`src/rtl/bmr_pkg.sv`:
```
// package: memory map constants and types for the boot remap decoder
package bmr_pkg;
    localparam logic [31:0] ROM_ALIAS_TOP   = 32'h0003_ffff;
    localparam logic [31:0] ROM_SIZE        = 32'h0000_2000;
    localparam logic [31:0] ROM_NORM_BASE   = 32'h0002_0000;
    localparam logic [31:0] PF1_RST_BASE    = 32'h0004_0000;
    localparam logic [31:0] PF2_RST_BASE    = 32'h0004_8000;
    localparam logic [31:0] PF_SIZE         = 32'h0000_8000;
    localparam logic [31:0] PF_LO_BASE      = 32'h0000_0000;
    localparam logic [31:0] PF_HI_BASE      = 32'h0000_8000;
    localparam logic [31:0] DF_BASE         = 32'h0006_8800;
    localparam logic [31:0] DF_SIZE         = 32'h0000_0800;
    localparam logic [31:0] RAM_BASE        = 32'h0006_9000;
    localparam logic [31:0] RAM_SIZE        = 32'h0000_1000;
    localparam logic [31:0] PER_BASE        = 32'h0012_0000;
    localparam logic [31:0] PER_STEP        = 32'h0001_0000;
    localparam logic [31:0] PER_SIZE        = 32'h0000_0100;
    localparam int          PER_COUNT       = 13;
    localparam int          CK_BYTES        = 2048;
    localparam logic [7:0]  TGT_NONE        = 8'h00;
    localparam logic [7:0]  TGT_ROM         = 8'h01;
    localparam logic [7:0]  TGT_PF1         = 8'h02;
    localparam logic [7:0]  TGT_PF2         = 8'h03;
    localparam logic [7:0]  TGT_DF          = 8'h04;
    localparam logic [7:0]  TGT_RAM         = 8'h05;
    localparam logic [7:0]  TGT_PER0        = 8'h10;

    typedef enum logic [1:0] {
        BMR_BOOT = 2'b00,
        BMR_PF1  = 2'b01,
        BMR_PF2  = 2'b11
    } bmr_map_t;

    typedef struct packed {
        logic        valid;
        logic        write;
        logic [31:0] addr;
        logic [31:0] wdata;
    } bmr_req_t;

    typedef struct packed {
        logic [7:0]  target;
        logic [31:0] offset;
    } bmr_sel_t;
endpackage : bmr_pkg

```
`src/rtl/bmr_decode.sv`:
```
// combinational address decoder for the three memory maps
`timescale 1ns/1ps
`default_nettype none
module bmr_decode (
    // address and active map
    input  wire logic [31:0]      i_addr,
    input  wire bmr_pkg::bmr_map_t i_map,
    // decoded target
    output bmr_pkg::bmr_sel_t     o_sel
);
    function automatic logic in_win(input logic [31:0] a, input logic [31:0] b,
                                    input logic [31:0] s);
        in_win = (a >= b) && (a - b < s);
    endfunction : in_win

    always_comb begin
        o_sel.target = bmr_pkg::TGT_NONE;
        o_sel.offset = 32'h0000_0000;
        if (i_map == bmr_pkg::BMR_BOOT && i_addr <= bmr_pkg::ROM_ALIAS_TOP) begin
            o_sel.target = bmr_pkg::TGT_ROM; // RULE3
            o_sel.offset = i_addr & (bmr_pkg::ROM_SIZE - 32'h1);
        end else if (i_map == bmr_pkg::BMR_BOOT
                     && in_win(i_addr, bmr_pkg::PF1_RST_BASE, bmr_pkg::PF_SIZE)) begin
            o_sel.target = bmr_pkg::TGT_PF1; // RULE2
            o_sel.offset = i_addr - bmr_pkg::PF1_RST_BASE;
        end else if (i_map == bmr_pkg::BMR_BOOT
                     && in_win(i_addr, bmr_pkg::PF2_RST_BASE, bmr_pkg::PF_SIZE)) begin
            o_sel.target = bmr_pkg::TGT_PF2; // RULE2
            o_sel.offset = i_addr - bmr_pkg::PF2_RST_BASE;
        end else if (i_map != bmr_pkg::BMR_BOOT
                     && in_win(i_addr, bmr_pkg::PF_LO_BASE, bmr_pkg::PF_SIZE)) begin
            // RULE4 RULE6 RULE7 RULE12
            o_sel.target = (i_map == bmr_pkg::BMR_PF1) ? bmr_pkg::TGT_PF1 : bmr_pkg::TGT_PF2;
            o_sel.offset = i_addr - bmr_pkg::PF_LO_BASE;
        end else if (i_map != bmr_pkg::BMR_BOOT
                     && in_win(i_addr, bmr_pkg::PF_HI_BASE, bmr_pkg::PF_SIZE)) begin
            // RULE4 RULE6 RULE7 RULE12
            o_sel.target = (i_map == bmr_pkg::BMR_PF1) ? bmr_pkg::TGT_PF2 : bmr_pkg::TGT_PF1;
            o_sel.offset = i_addr - bmr_pkg::PF_HI_BASE;
        end else if (i_map != bmr_pkg::BMR_BOOT
                     && in_win(i_addr, bmr_pkg::ROM_NORM_BASE, bmr_pkg::ROM_SIZE)) begin
            o_sel.target = bmr_pkg::TGT_ROM; // RULE4
            o_sel.offset = i_addr - bmr_pkg::ROM_NORM_BASE;
        end else if (in_win(i_addr, bmr_pkg::DF_BASE, bmr_pkg::DF_SIZE)) begin
            o_sel.target = bmr_pkg::TGT_DF; // RULE2
            o_sel.offset = i_addr - bmr_pkg::DF_BASE;
        end else if (in_win(i_addr, bmr_pkg::RAM_BASE, bmr_pkg::RAM_SIZE)) begin
            o_sel.target = bmr_pkg::TGT_RAM; // RULE2
            o_sel.offset = i_addr - bmr_pkg::RAM_BASE;
        end else if (i_addr >= bmr_pkg::PER_BASE
                     && i_addr[15:0] < bmr_pkg::PER_SIZE[15:0]
                     && i_addr[31:16] - bmr_pkg::PER_BASE[31:16] < 16'(bmr_pkg::PER_COUNT)) begin
            // RULE11
            o_sel.target = bmr_pkg::TGT_PER0
                         + 8'(i_addr[31:16] - bmr_pkg::PER_BASE[31:16]);
            o_sel.offset = {24'h00_0000, i_addr[7:0]};
        end
    end
endmodule : bmr_decode
`default_nettype wire

```
`src/rtl/bmr_remap.sv`:
```
// boot remap controller: boot flow sequencing, map select and bus routing
// Notes on behaviour
// RULE1 - after reset execution starts in boot rom, which then evaluates flash banks
// RULE2 - post-reset map: flash1 0x40000, flash2 0x48000, data flash 0x68800, ram above
// RULE3 - post-reset map: 8k boot rom aliased 32 times below 0x40000
// RULE4 - normal map: banks at 0 and 0x8000, rom at 0x20000, data unchanged
// RULE5 - checksum first 2kB of each bank; valid one is branched to
// RULE6 - bank one selected: bank one at 0x0000, bank two at 0x8000
// RULE7 - bank two selected: bank two at 0x0000, bank one at 0x8000
// RULE8 - if first checksums fail, full checks pick the valid bank
// RULE9 - no valid checksum: stay in rom, serve host commands on all memory
// RULE10 - host then downloads program to flash and commands its execution
// RULE11 - peripherals get 256-byte windows from 0x120000 stepping 0x10000
// RULE12 - bank at zero is the chosen bank, other bank in upper 32k
// RULE13 - map switch is a single atomic update before the flash branch
// RULE14 - unmapped reads return zero, writes ignored, no stall
`timescale 1ns/1ps
`default_nettype none
module bmr_remap (
    // clock, reset, enable
    input  wire logic              i_ref_clk,
    input  wire logic              i_reset,
    input  wire logic              i_ce,
    // processor request
    input  wire bmr_pkg::bmr_req_t i_req,
    // checksum results from boot firmware evaluation
    input  wire logic              i_ck_done,
    input  wire logic              i_ck1_short_ok,
    input  wire logic              i_ck2_short_ok,
    input  wire logic              i_ck1_full_ok,
    input  wire logic              i_ck2_full_ok,
    // host command requests execution of a bank (1 = bank one, 0 = bank two)
    input  wire logic              i_host_run,
    input  wire logic              i_host_bank1,
    // read data from the targets
    input  wire logic [31:0]       i_tgt_rdata,
    // routed access
    output logic                   o_tgt_valid,
    output logic                   o_tgt_write,
    output bmr_pkg::bmr_sel_t      o_tgt_sel,
    output logic [31:0]            o_tgt_wdata,
    output logic                   o_ready,
    output logic [31:0]            o_rdata,
    // status
    output bmr_pkg::bmr_map_t      o_map,
    output logic                   o_host_mode,
    output logic                   o_ck_len
);
    bmr_pkg::bmr_map_t map_q, map_d;
    logic              host_q, host_d;
    logic [31:0]       rdata_q, rdata_d;
    logic              done_q, done_d;
    bmr_pkg::bmr_sel_t sel;

    bmr_decode u_dec (
        .i_addr (i_req.addr),
        .i_map  (map_q),
        .o_sel  (sel)
    );

    // map state: one register holds the whole map so the switch cannot tear
    always_comb begin
        map_d  = map_q;
        host_d = host_q;
        done_d = done_q;
        if (map_q == bmr_pkg::BMR_BOOT && !done_q && i_ck_done) begin
            done_d = 1'b1;
            if (i_ck1_short_ok) begin
                map_d = bmr_pkg::BMR_PF1; // RULE5 RULE6 RULE13
            end else if (i_ck2_short_ok) begin
                map_d = bmr_pkg::BMR_PF2; // RULE5 RULE7 RULE13
            end else if (i_ck1_full_ok) begin
                map_d = bmr_pkg::BMR_PF1; // RULE8
            end else if (i_ck2_full_ok) begin
                map_d = bmr_pkg::BMR_PF2; // RULE8
            end else begin
                host_d = 1'b1; // RULE9
            end
        end else if (host_q && i_host_run) begin
            // RULE10 RULE13
            map_d  = i_host_bank1 ? bmr_pkg::BMR_PF1 : bmr_pkg::BMR_PF2;
            host_d = 1'b0;
        end
    end

    // zero for unmapped reads, registered and answered the cycle after
    always_comb begin
        rdata_d = rdata_q;
        if (i_req.valid && !i_req.write) begin
            rdata_d = (sel.target == bmr_pkg::TGT_NONE) ? 32'h0000_0000 : i_tgt_rdata; // RULE14
        end
    end

    always_ff @(posedge i_ref_clk) begin
        if (i_reset) begin
            map_q   <= bmr_pkg::BMR_BOOT; // RULE1
            host_q  <= 1'b0;
            done_q  <= 1'b0;
            rdata_q <= 32'h0000_0000;
        end else if (i_ce) begin
            map_q   <= map_d;
            host_q  <= host_d;
            done_q  <= done_d;
            rdata_q <= rdata_d;
        end
    end

    // unmapped writes never reach a target
    assign o_tgt_valid = i_req.valid && (sel.target != bmr_pkg::TGT_NONE); // RULE14
    assign o_tgt_write = i_req.write;
    assign o_tgt_sel   = sel;
    assign o_tgt_wdata = i_req.wdata;
    assign o_ready     = 1'b1; // RULE14
    assign o_rdata     = rdata_q;
    assign o_map       = map_q;
    assign o_host_mode = host_q;
    assign o_ck_len    = (bmr_pkg::CK_BYTES == 2048);

    // reset state
    a_reset_boot_map: assert property (@(posedge i_ref_clk) // RULE1
        $rose(!i_reset) |-> map_q == bmr_pkg::BMR_BOOT)
        else $error("map not boot after reset");
    a_reset_clear_state: assert property (@(posedge i_ref_clk) // RULE1
        $rose(!i_reset) |-> !host_q && !done_q && o_rdata == 32'h0000_0000)
        else $error("host state or read data not cleared by reset");

    // post-reset map
    a_rom_alias_low: assert property (@(posedge i_ref_clk) disable iff (i_reset) // RULE3
        map_q == bmr_pkg::BMR_BOOT && i_req.addr <= bmr_pkg::ROM_ALIAS_TOP
        |-> sel.target == bmr_pkg::TGT_ROM && sel.offset == {19'h0, i_req.addr[12:0]})
        else $error("rom alias decode wrong");
    a_pf1_boot_addr: assert property (@(posedge i_ref_clk) disable iff (i_reset) // RULE2
        map_q == bmr_pkg::BMR_BOOT && i_req.addr[31:15] == 17'h00008
        |-> sel.target == bmr_pkg::TGT_PF1 && sel.offset == {17'h0, i_req.addr[14:0]})
        else $error("bank one post-reset decode wrong");
    a_boot_pf2_addr: assert property (@(posedge i_ref_clk) disable iff (i_reset) // RULE2
        map_q == bmr_pkg::BMR_BOOT && i_req.addr[31:15] == 17'h00009
        |-> sel.target == bmr_pkg::TGT_PF2)
        else $error("bank two post-reset decode wrong");
    a_boot_gap_none: assert property (@(posedge i_ref_clk) disable iff (i_reset) // RULE2
        map_q == bmr_pkg::BMR_BOOT && i_req.addr[31:16] == 16'h0005
        |-> sel.target == bmr_pkg::TGT_NONE)
        else $error("gap above the flash banks decoded");

    // normal-operation map
    a_bank1_at_zero: assert property (@(posedge i_ref_clk) disable iff (i_reset) // RULE6
        map_q == bmr_pkg::BMR_PF1 && i_req.addr[31:15] == 17'h0
        |-> sel.target == bmr_pkg::TGT_PF1)
        else $error("bank one not at zero");
    a_bank2_swap: assert property (@(posedge i_ref_clk) disable iff (i_reset) // RULE7
        map_q == bmr_pkg::BMR_PF2 && i_req.addr[31:15] == 17'h1
        |-> sel.target == bmr_pkg::TGT_PF1)
        else $error("bank one not at 0x8000 when bank two chosen");
    a_norm_pf_offset: assert property (@(posedge i_ref_clk) disable iff (i_reset) // RULE12
        map_q != bmr_pkg::BMR_BOOT && i_req.addr[31:16] == 16'h0000
        |-> sel.offset == {17'h0, i_req.addr[14:0]})
        else $error("flash offset wrong in normal map");
    a_rom_norm_win: assert property (@(posedge i_ref_clk) disable iff (i_reset) // RULE4
        map_q != bmr_pkg::BMR_BOOT && i_req.addr[31:13] == 19'h00010
        |-> sel.target == bmr_pkg::TGT_ROM && sel.offset == {19'h0, i_req.addr[12:0]})
        else $error("rom window wrong in normal map");
    a_norm_low_gap: assert property (@(posedge i_ref_clk) disable iff (i_reset) // RULE4
        map_q != bmr_pkg::BMR_BOOT && i_req.addr[31:16] == 16'h0001
        |-> sel.target == bmr_pkg::TGT_NONE)
        else $error("rom alias left in normal map");
    a_norm_old_banks: assert property (@(posedge i_ref_clk) disable iff (i_reset) // RULE4
        map_q != bmr_pkg::BMR_BOOT && i_req.addr[31:16] == 16'h0004
        |-> sel.target == bmr_pkg::TGT_NONE)
        else $error("post-reset flash windows left in normal map");

    // windows common to both maps
    a_data_flash_win: assert property (@(posedge i_ref_clk) disable iff (i_reset) // RULE2
        i_req.addr[31:11] == 21'h000d1
        |-> sel.target == bmr_pkg::TGT_DF && sel.offset == {21'h0, i_req.addr[10:0]})
        else $error("data flash window wrong");
    a_data_ram_win: assert property (@(posedge i_ref_clk) disable iff (i_reset) // RULE2
        i_req.addr[31:12] == 20'h00069
        |-> sel.target == bmr_pkg::TGT_RAM && sel.offset == {20'h0, i_req.addr[11:0]})
        else $error("data ram window wrong");
    a_periph_window: assert property (@(posedge i_ref_clk) disable iff (i_reset) // RULE11
        i_req.addr[31:8] == 24'h00_1200
        |-> sel.target == bmr_pkg::TGT_PER0 && sel.offset == {24'h0, i_req.addr[7:0]})
        else $error("first peripheral window wrong");
    a_periph_gap: assert property (@(posedge i_ref_clk) disable iff (i_reset) // RULE11
        i_req.addr[31:20] == 12'h001 && i_req.addr[19:16] >= 4'h2
        && i_req.addr[15:8] != 8'h00 |-> sel.target == bmr_pkg::TGT_NONE)
        else $error("space between peripheral windows decoded");
    a_periph_last: assert property (@(posedge i_ref_clk) disable iff (i_reset) // RULE11
        i_req.addr[31:16] == 16'h001f |-> sel.target == bmr_pkg::TGT_NONE)
        else $error("window decoded past the last peripheral");

    // bank choice from the checksum results
    a_short1_first: assert property (@(posedge i_ref_clk) disable iff (i_reset) // RULE6
        i_ce && map_q == bmr_pkg::BMR_BOOT && !done_q && i_ck_done && i_ck1_short_ok
        |=> map_q == bmr_pkg::BMR_PF1)
        else $error("bank one short checksum not taken");
    a_short_ck_pick: assert property (@(posedge i_ref_clk) disable iff (i_reset) // RULE5
        i_ce && map_q == bmr_pkg::BMR_BOOT && !done_q && i_ck_done && !i_ck1_short_ok
        && i_ck2_short_ok |=> map_q == bmr_pkg::BMR_PF2)
        else $error("bank two short checksum not taken");
    a_full_ck_pick: assert property (@(posedge i_ref_clk) disable iff (i_reset) // RULE8
        i_ce && map_q == bmr_pkg::BMR_BOOT && !done_q && i_ck_done && !i_ck1_short_ok
        && !i_ck2_short_ok && i_ck1_full_ok |=> map_q == bmr_pkg::BMR_PF1)
        else $error("bank one full checksum not taken");
    a_no_ck_host: assert property (@(posedge i_ref_clk) disable iff (i_reset) // RULE9
        i_ce && map_q == bmr_pkg::BMR_BOOT && !done_q && i_ck_done && !i_ck1_short_ok
        && !i_ck2_short_ok && !i_ck1_full_ok && !i_ck2_full_ok
        |=> host_q && map_q == bmr_pkg::BMR_BOOT)
        else $error("boot rom not kept in control");
    a_late_ck_ignored: assert property (@(posedge i_ref_clk) disable iff (i_reset) // RULE9
        done_q && map_q == bmr_pkg::BMR_BOOT && !(i_ce && host_q && i_host_run)
        |=> map_q == bmr_pkg::BMR_BOOT)
        else $error("map left boot without a host run");
    a_host_run_map: assert property (@(posedge i_ref_clk) disable iff (i_reset) // RULE9
        i_ce && host_q && i_host_run
        |=> !host_q && map_q != bmr_pkg::BMR_BOOT
            && (map_q == bmr_pkg::BMR_PF1) == $past(i_host_bank1))
        else $error("host run picked the wrong bank");

    // map changes only out of boot and never tears
    a_map_hold: assert property (@(posedge i_ref_clk) disable iff (i_reset) // RULE13
        map_q != bmr_pkg::BMR_BOOT |=> map_q == $past(map_q))
        else $error("normal map changed before reset");
    a_ce_freeze: assert property (@(posedge i_ref_clk) disable iff (i_reset) // RULE13
        !i_ce |=> $stable(map_q) && $stable(host_q) && $stable(done_q) && $stable(o_rdata))
        else $error("state moved while clock enable low");

    // bus routing
    a_unmapped_zero: assert property (@(posedge i_ref_clk) disable iff (i_reset) // RULE14
        i_ce && i_req.valid && !i_req.write && sel.target == bmr_pkg::TGT_NONE
        |=> o_rdata == 32'h0000_0000 && !$past(o_tgt_valid))
        else $error("unmapped read not zero");
    a_unmapped_write: assert property (@(posedge i_ref_clk) disable iff (i_reset) // RULE14
        i_req.valid && i_req.write && sel.target == bmr_pkg::TGT_NONE
        |-> !o_tgt_valid && o_ready)
        else $error("unmapped write reached a target");
    a_mapped_pass: assert property (@(posedge i_ref_clk) disable iff (i_reset) // RULE9
        i_req.valid && sel.target != bmr_pkg::TGT_NONE
        |-> o_tgt_valid && o_tgt_write == i_req.write && o_tgt_wdata == i_req.wdata)
        else $error("mapped access not passed to target");

    c_boot_pf1: cover property (@(posedge i_ref_clk) map_q == bmr_pkg::BMR_PF1);
    c_boot_pf2: cover property (@(posedge i_ref_clk) map_q == bmr_pkg::BMR_PF2);
    c_host_mode: cover property (@(posedge i_ref_clk) host_q ##1 !host_q);
    c_full_ck: cover property (@(posedge i_ref_clk)
        i_ck_done && !done_q && !i_ck1_short_ok && !i_ck2_short_ok && i_ck1_full_ok);
    c_unmapped_read: cover property (@(posedge i_ref_clk)
        i_req.valid && !i_req.write && sel.target == bmr_pkg::TGT_NONE);
endmodule : bmr_remap
`default_nettype wire

```
`config.mk`:
```
export PLATFORM = sky130hd
export DESIGN_NAME = bmr_remap
export DESIGN_NICKNAME = d
export VERILOG_FILES = /design/src/rtl/bmr_pkg.sv /design/src/rtl/bmr_decode.sv /design/src/rtl/bmr_remap.sv
export SDC_FILE = /design/constraint.sdc
export NUM_CORES = 1
export LEC_CHECK = 0
export ABC_CLOCK_PERIOD_IN_PS = 3790
export BUFFER_PORTS_ARGS = -buffer_cell sky130_fd_sc_hd__buf_2
export CAP_MARGIN = 20
export CORE_UTILIZATION = 40
export DETAILED_ROUTE_END_ITERATION = 16
export GPL_TIMING_DRIVEN = 0
export PLACE_DENSITY_LB_ADDON = 0.2
export SYNTH_ARGS = -nofsm -noshare
export SYNTH_HDL_FRONTEND = slang
export SYNTH_SLANG_ARGS = --single-unit
```
`constraint.sdc`:
```
create_clock -name i_ref_clk -period 3.79 [get_ports i_ref_clk]
set_input_delay 0.1895 -clock i_ref_clk [delete_from_list [all_inputs] [get_ports i_ref_clk]]
set_output_delay 0.1895 -clock i_ref_clk [all_outputs]
set_load 0.1 [all_outputs]
```
* Word-level counts from Yosys, hierarchy flattened *
Index checks and enable logic that the tools add are counted.

word-level totals
  register bits after elaboration = 36
  logic and storage cells = 92

operators by class
  equal/unequal tests = 6
  magnitude comparators = 18
  add/subtract/negate cells = 8
  reduce and logical (&&, ||, !) cells = 31
  multiplexer cells = 25

operator list
  kind                      number
  $mux W40                  9
  $ge A32 B19 Y1 const B    4
  $lt A32 B16 Y1 const B    4
  $sub A32 B19 Y32 const B  4
  $ge A32 B1 Y1 const B     1
  $ge A32 B16 Y1 const B    1
  $ge A32 B18 Y1 const B    1
  $ge A32 B21 Y1 const B    1
  $le A32 B18 Y1 const B    1
  $lt A32 B12 Y1 const B    1
  $lt A32 B13 Y1 const B    1
  $lt A32 B14 Y1 const B    1
  $mux W32                  1
  $sub A32 B16 Y32 const B  1
  $sub A32 B18 Y32 const B  1
  $logic_and A1 B1 Y1       20
  $lt A16 B4 Y1 const B     1
  $lt A16 B9 Y1 const B     1
  $sub A16 B5 Y16 const B   1
  $mux W2                   7
  $add A5 B8 Y8 const A     1
  $logic_not A8 Y1          1
  $mux W1                   8
  $ne A2 B2 Y1 const B      4
  9 further kinds           12

* Logic depth before layout (Yosys ltp) *
  word-level depth = 14
  depth in mapped cells = 20
  depth with buffers taken out = 16

* Modules after synthesis *
From an unflattened synthesis, not the netlist that was laid out.

second synthesis, totals
  cells, all modules = 572
  area total of the unflattened synthesis = 4421.7 um2

modules (own cells, without submodules)
  module      instances  area each (um2)  cells an instance
  bmr_decode  1          2732.6           402
  bmr_remap   1          1689.1           170

* Least setup slack after synthesis *
Ideal clock, no wire load.

  path kind = input to output
  from = in i_req[51] (netlist name)
  to = out o_tgt_valid
  arrival = 6.106 ns
  path buffers = 3
  stages on the path = 17
  path slack = -2.505 ns
  cells stage by stage = buf_1 > buf_1 > inv_1 > ha_1 > clkbuf_1 > a21bo_2 > xnor2_1 > inv_1 > ha_1 > inv_1 > a2111oi_0 > a2111oi_0 > nand4b_1 > or2_2 > a311oi_2 > nor4_4 > nor2b_1

RTL lines
  item                RTL line         RTL
  start: declaration  bmr_remap.sv:25  input wire bmr_pkg::bmr_req_t i_req,
  end: declaration    bmr_remap.sv:38  output logic o_tgt_valid,

* Worst setup path in the final report *
  from = in i_req[51] (netlist name)
  to = out o_tgt_valid

between the ends
  cells in the longest elaborated chain, start to end = 14

ends and longest elaborated chain
  item                                                       RTL line          RTL
  branches (longest 11 deep; another with $sub A32 B19 Y32)  --
  $mux W40 *                                                 bmr_decode.sv:19  if (i_map == bmr_pkg::BMR_BOOT && i_addr <= bmr_pkg::ROM_ALIAS_TOP) begin
  $reduce_bool A8 Y1 *                                       bmr_remap.sv:109  assign o_tgt_valid = i_req.valid && (sel.target != bmr_pkg::TGT_NONE);
  $logic_and A1 B1 Y1 *                                      bmr_remap.sv:109

Mark *: on every way between the ends.

==> impl_metrics.csv <==
group,metric,value,unit
synthesis,syn-cell-area,4390,µm²
route,routed-via-count,5280,
outcome,outcome,"finished, final reports clean",
synthesis,post_synth_inst_count,591,
synthesis,mean_area_per_synthesized_cell,7.42,µm²
synthesis,yosys_register_bits,36,
final_layout,most_frequent_cells_in_the_layout,"sky130_fd_sc_hd__buf_2 (152), sky130_fd_sc_hd__buf_4 (71), sky130_fd_sc_hd__nand2_1 (55)",
pwr,power-per-cell-area,216,nW/µm²
critical_path,crit_path_frequent_cell,"sky130_fd_sc_hd__buf_12",
global_route,largest_net_degree_at_the_start_of_global_routing,12,
critical_path,worst_setup_path_start_kind,"input port",
clocking,clk_path_buf_depth,2,
die,start_util,41.9,%
hold_path,hold_path_class,"input port to flip-flop",
pwr,ir_worst_vdd,0.190,mV
critical_path,crit_end_element,"output pin",
route,wire_per_inst,19.0,µm
critical_path,crit_arrival,3.57,ns
route,antenna_left,0,
clocking,clk_latency,0.29,ns
critical_path,setup.worst_path.class,"input port to output pin",
synthesis,synth-edff-count,0,
synthesis,yosysUniqueCellTypes,69,
timing,slew-limit-headroom,41.6,%
clocking,ctsRootBufferMaster,"sky130_fd_sc_hd__clkbuf_8",
synthesis,synth.yosys.warnings,0,
clocking,cts_hold_buf,0,
route,total_wire_length,17700,µm
hold_path,hold_crit_depth,3,
place,gpl.final_weighted_congestion,1.00,
final_layout,utilization,60.0,%
timing,final.setup_skew,0.00277,ns
global_route,grt_util_all_layers,29.2,%
final_layout,antenna-diode-count,0,
clocking,clock-sinks,36,
final_layout,syn2layout_area_growth,43.0,%
timing,worst-slew-pin-transition,0.865,ns
global_route,grt_antenna_before_repair,0,
synthesis,top_flip_flop_cell_by_instance_count_after_synthesis,"sky130_fd_sc_hd__dfxtp_1",
critical_path,worstPathCellList,"buf_2 > buf_12 > buf_8 > inv_8 > ha_2 > nand2_1 > nor3_1 > a31oi_1 > a2111oi_1 > o2111ai_2 > buf_4 > a32o_2 > nor4_4 > nor2b_4 > buf_12",
timing,max_freq,266,MHz
clocking,clk_pin_slew_worst_paths,0.07,ns
critical_path,ff2ff_path_depth,12,
global_route,grt_remaining_overflow,0,
timing,timing_max_transition_violations_final,0,
synthesis,seq_area_frac_synth,16.4,%
final_layout,num-fill-cells,988,
place,placement.io_buffers,164,
die,dieWidth,107,µm
timing,finalCriticalPeriod,3.76,ns
die,floorplan.die_area,11400,µm²
global_route,grt_pass1_vias,4747,
critical_path,worst-path-max-fanout,10,
clocking,cts-buffers-inserted,5,
timing,final_critical_path_setup_slack,0.0260,ns
route,avgViaCountPerCell,5.67,
timing,hold_viol_final,0,
clocking,cts.htree.levels,2,
route,drt_first_iter_violations,449,
final_layout,finalNetCount,921,
final_layout,layout_commonest_cell,"sky130_fd_sc_hd__buf_2",
timing,setup_viol_count_final,0,
timing,setup_repair_after_global_routing_missed_its_margin,"true",
die,core_region_area,10500,µm²
die,io_pins,219,
place,dp_slack,-0.994,ns
synthesis,async_reset_ff_share,0,%
critical_path,worst-path-stages,15,
die,die-height,107,µm
route,number_of_iterations_in_the_first_detailed_routing_pass,5,
final_layout,post_route_cells_drive_above_1_share,46.2,%
critical_path,crit_path_top_delay_cell,"sky130_fd_sc_hd__nor3_1",
clocking,clock_tree_from_tritoncts,"yes",
critical_path,critical-path-top-delay-family,"simple AND/OR/NAND/NOR gates",
place,detailedPlacementHpwl,13300,µm
critical_path,critPathRequiredTime,3.60,ns
die,std_cell_rows,37,
route,drcViolationCount,0,
global_route,grt_pass1_wl,25700,µm
pwr,leakage,2.64,nW
timing,final_cycle_share,99.3,%
flow_run,timing.max_cap.violations,0,
critical_path,delay_of_the_slowest_cell_on_the_worst_path,0.52,ns
critical_path,total_buffers_and_inverters_traversed_by_the_critical_path,6,
## cells by family after synthesis
kind of cell,synth area share (%)
AO/OA/AOI/OAI,21.7
XOR/XNOR,6.19
adder cells (fa/ha/maj),5.42
buffers and inverters,14.4
flip-flops,16.4
multiplexers,0.713
other,0.171
AND/OR/NAND/NOR,34.9
## synth_stat cells (all sizes together), types with 3 or more instances
library cell	instances	share of area (%)
nor2b	7	1.0
a21o	3	0.51
nor2	25	2.1
or4	11	2.1
nand3	13	1.5
ha	19	5.4
nor4	17	3.1
and2	12	1.7
or4b	4	0.91
or2	6	0.86
or3b	3	0.60
o31ai	3	0.51
or3	9	1.3
a31oi	6	0.86
nor4b	6	1.2
inv	21	1.8
nand2b	7	1.0
o2111ai	8	1.6
a2111oi	5	1.0
nand3b	36	6.2
nor3b	4	0.68
xor2	6	1.2
buf	59	9.9
nor3	26	3.0
a311oi	3	0.74
a21oi	18	2.1
xnor2	25	5.0
nand2	56	4.8
o41ai	4	0.80
a211oi	5	0.86
o21a	5	0.86
clkbuf	31	2.7
o21bai	5	0.86
dfxtp	36	16
nand4	10	1.4
o21ai	47	7.9
## final cells by class
| type | instances | area, µm² | share of cell area [%] |
|---|---|---|---|
| buffer | 88 | 649 | 10.3 |
| timing repair buffer | 185 | 1080 | 17.2 |
| clock buffer | 6 | 72.6 | 1.16 |
| clock inverter | 2 | 35.0 | 0.558 |
| sequential | 36 | 723 | 11.5 |
| tap | 136 | 170 | 2.71 |
| multi-input combinational | 456 | 3440 | 54.8 |
| inverter | 22 | 105 | 1.67 |
## through the flow
stage	power [mW]	cell area, µm²	TNS (ns)	hold WS, ns	instances
after detailed placement	0.973	5630	-35.34	0.440	905
after CTS	1.33	6090	-0.00517	0.157	924
after floorplan	0.839	4640	-5.21	0.330	604
after global placement	0.971	5630	-33.56	0.432	904
after global routing	1.41	6280	-0.122	0.177	931
final	1.35	6280	0	0.159	931
## flip-flops by register name (all words and copies together), names as in the netlist
signal and flops:
o_rdata 32, o_map 2, done_q 1, o_host_mode 1
## worst reg2reg max path, stage by stage, from the launching register on
cell	delay [ns]
sky130_fd_sc_hd__dfxtp_2	0.36
sky130_fd_sc_hd__or4_1	0.54
sky130_fd_sc_hd__nor3_2	0.27
sky130_fd_sc_hd__nor4bb_2	0.26
sky130_fd_sc_hd__nand4_1	0.14
sky130_fd_sc_hd__or4b_4	0.59
sky130_fd_sc_hd__or3b_4	0.30
sky130_fd_sc_hd__buf_4	0.12
sky130_fd_sc_hd__a311oi_4	0.04
sky130_fd_sc_hd__nor4_4	0.26
sky130_fd_sc_hd__buf_4	0.21
sky130_fd_sc_hd__buf_6	0.17
sky130_fd_sc_hd__o21ai_2	0.07
## per-layer routing
layer  vias to the layer above  wire [µm]  track usage (%)
met4                         0        399             8.81
li1                       2493          -                -
met2                       314       8210             47.1
met5                         -          0                0
met1                      2436       7440             39.5
met3                        37       1650             5.35
## power by group
group	total [mW]	leakage (nW)	internal (mW)	switching (mW)
combinational	0.629	2.29	0.184	0.445
clock	0.339	0.0552	0.195	0.144
sequential	0.384	0.291	0.381	0.00355
total	1.35	2.64	0.760	0.593
## final timing paths
| check | endpoint | slack (ns) | start |
|---|---|---|---|
| max | o_tgt_valid | 0.03 | i_req[51] |
| min | done_q | 0.16 | i_ck_done |
| max reg2reg | o_rdata[4] | 0.35 | o_map[1] |
| min reg2reg | o_rdata[25] | 0.46 | o_rdata[25] |
## repair_timing
item	4_1_cts	5_1_grt
resized for setup	66	32
setup buffers	12	8
pin swaps	6	9
cloned	0	0
setup endpoints to repair	55	53
Power figures use the tool's default switching activity.
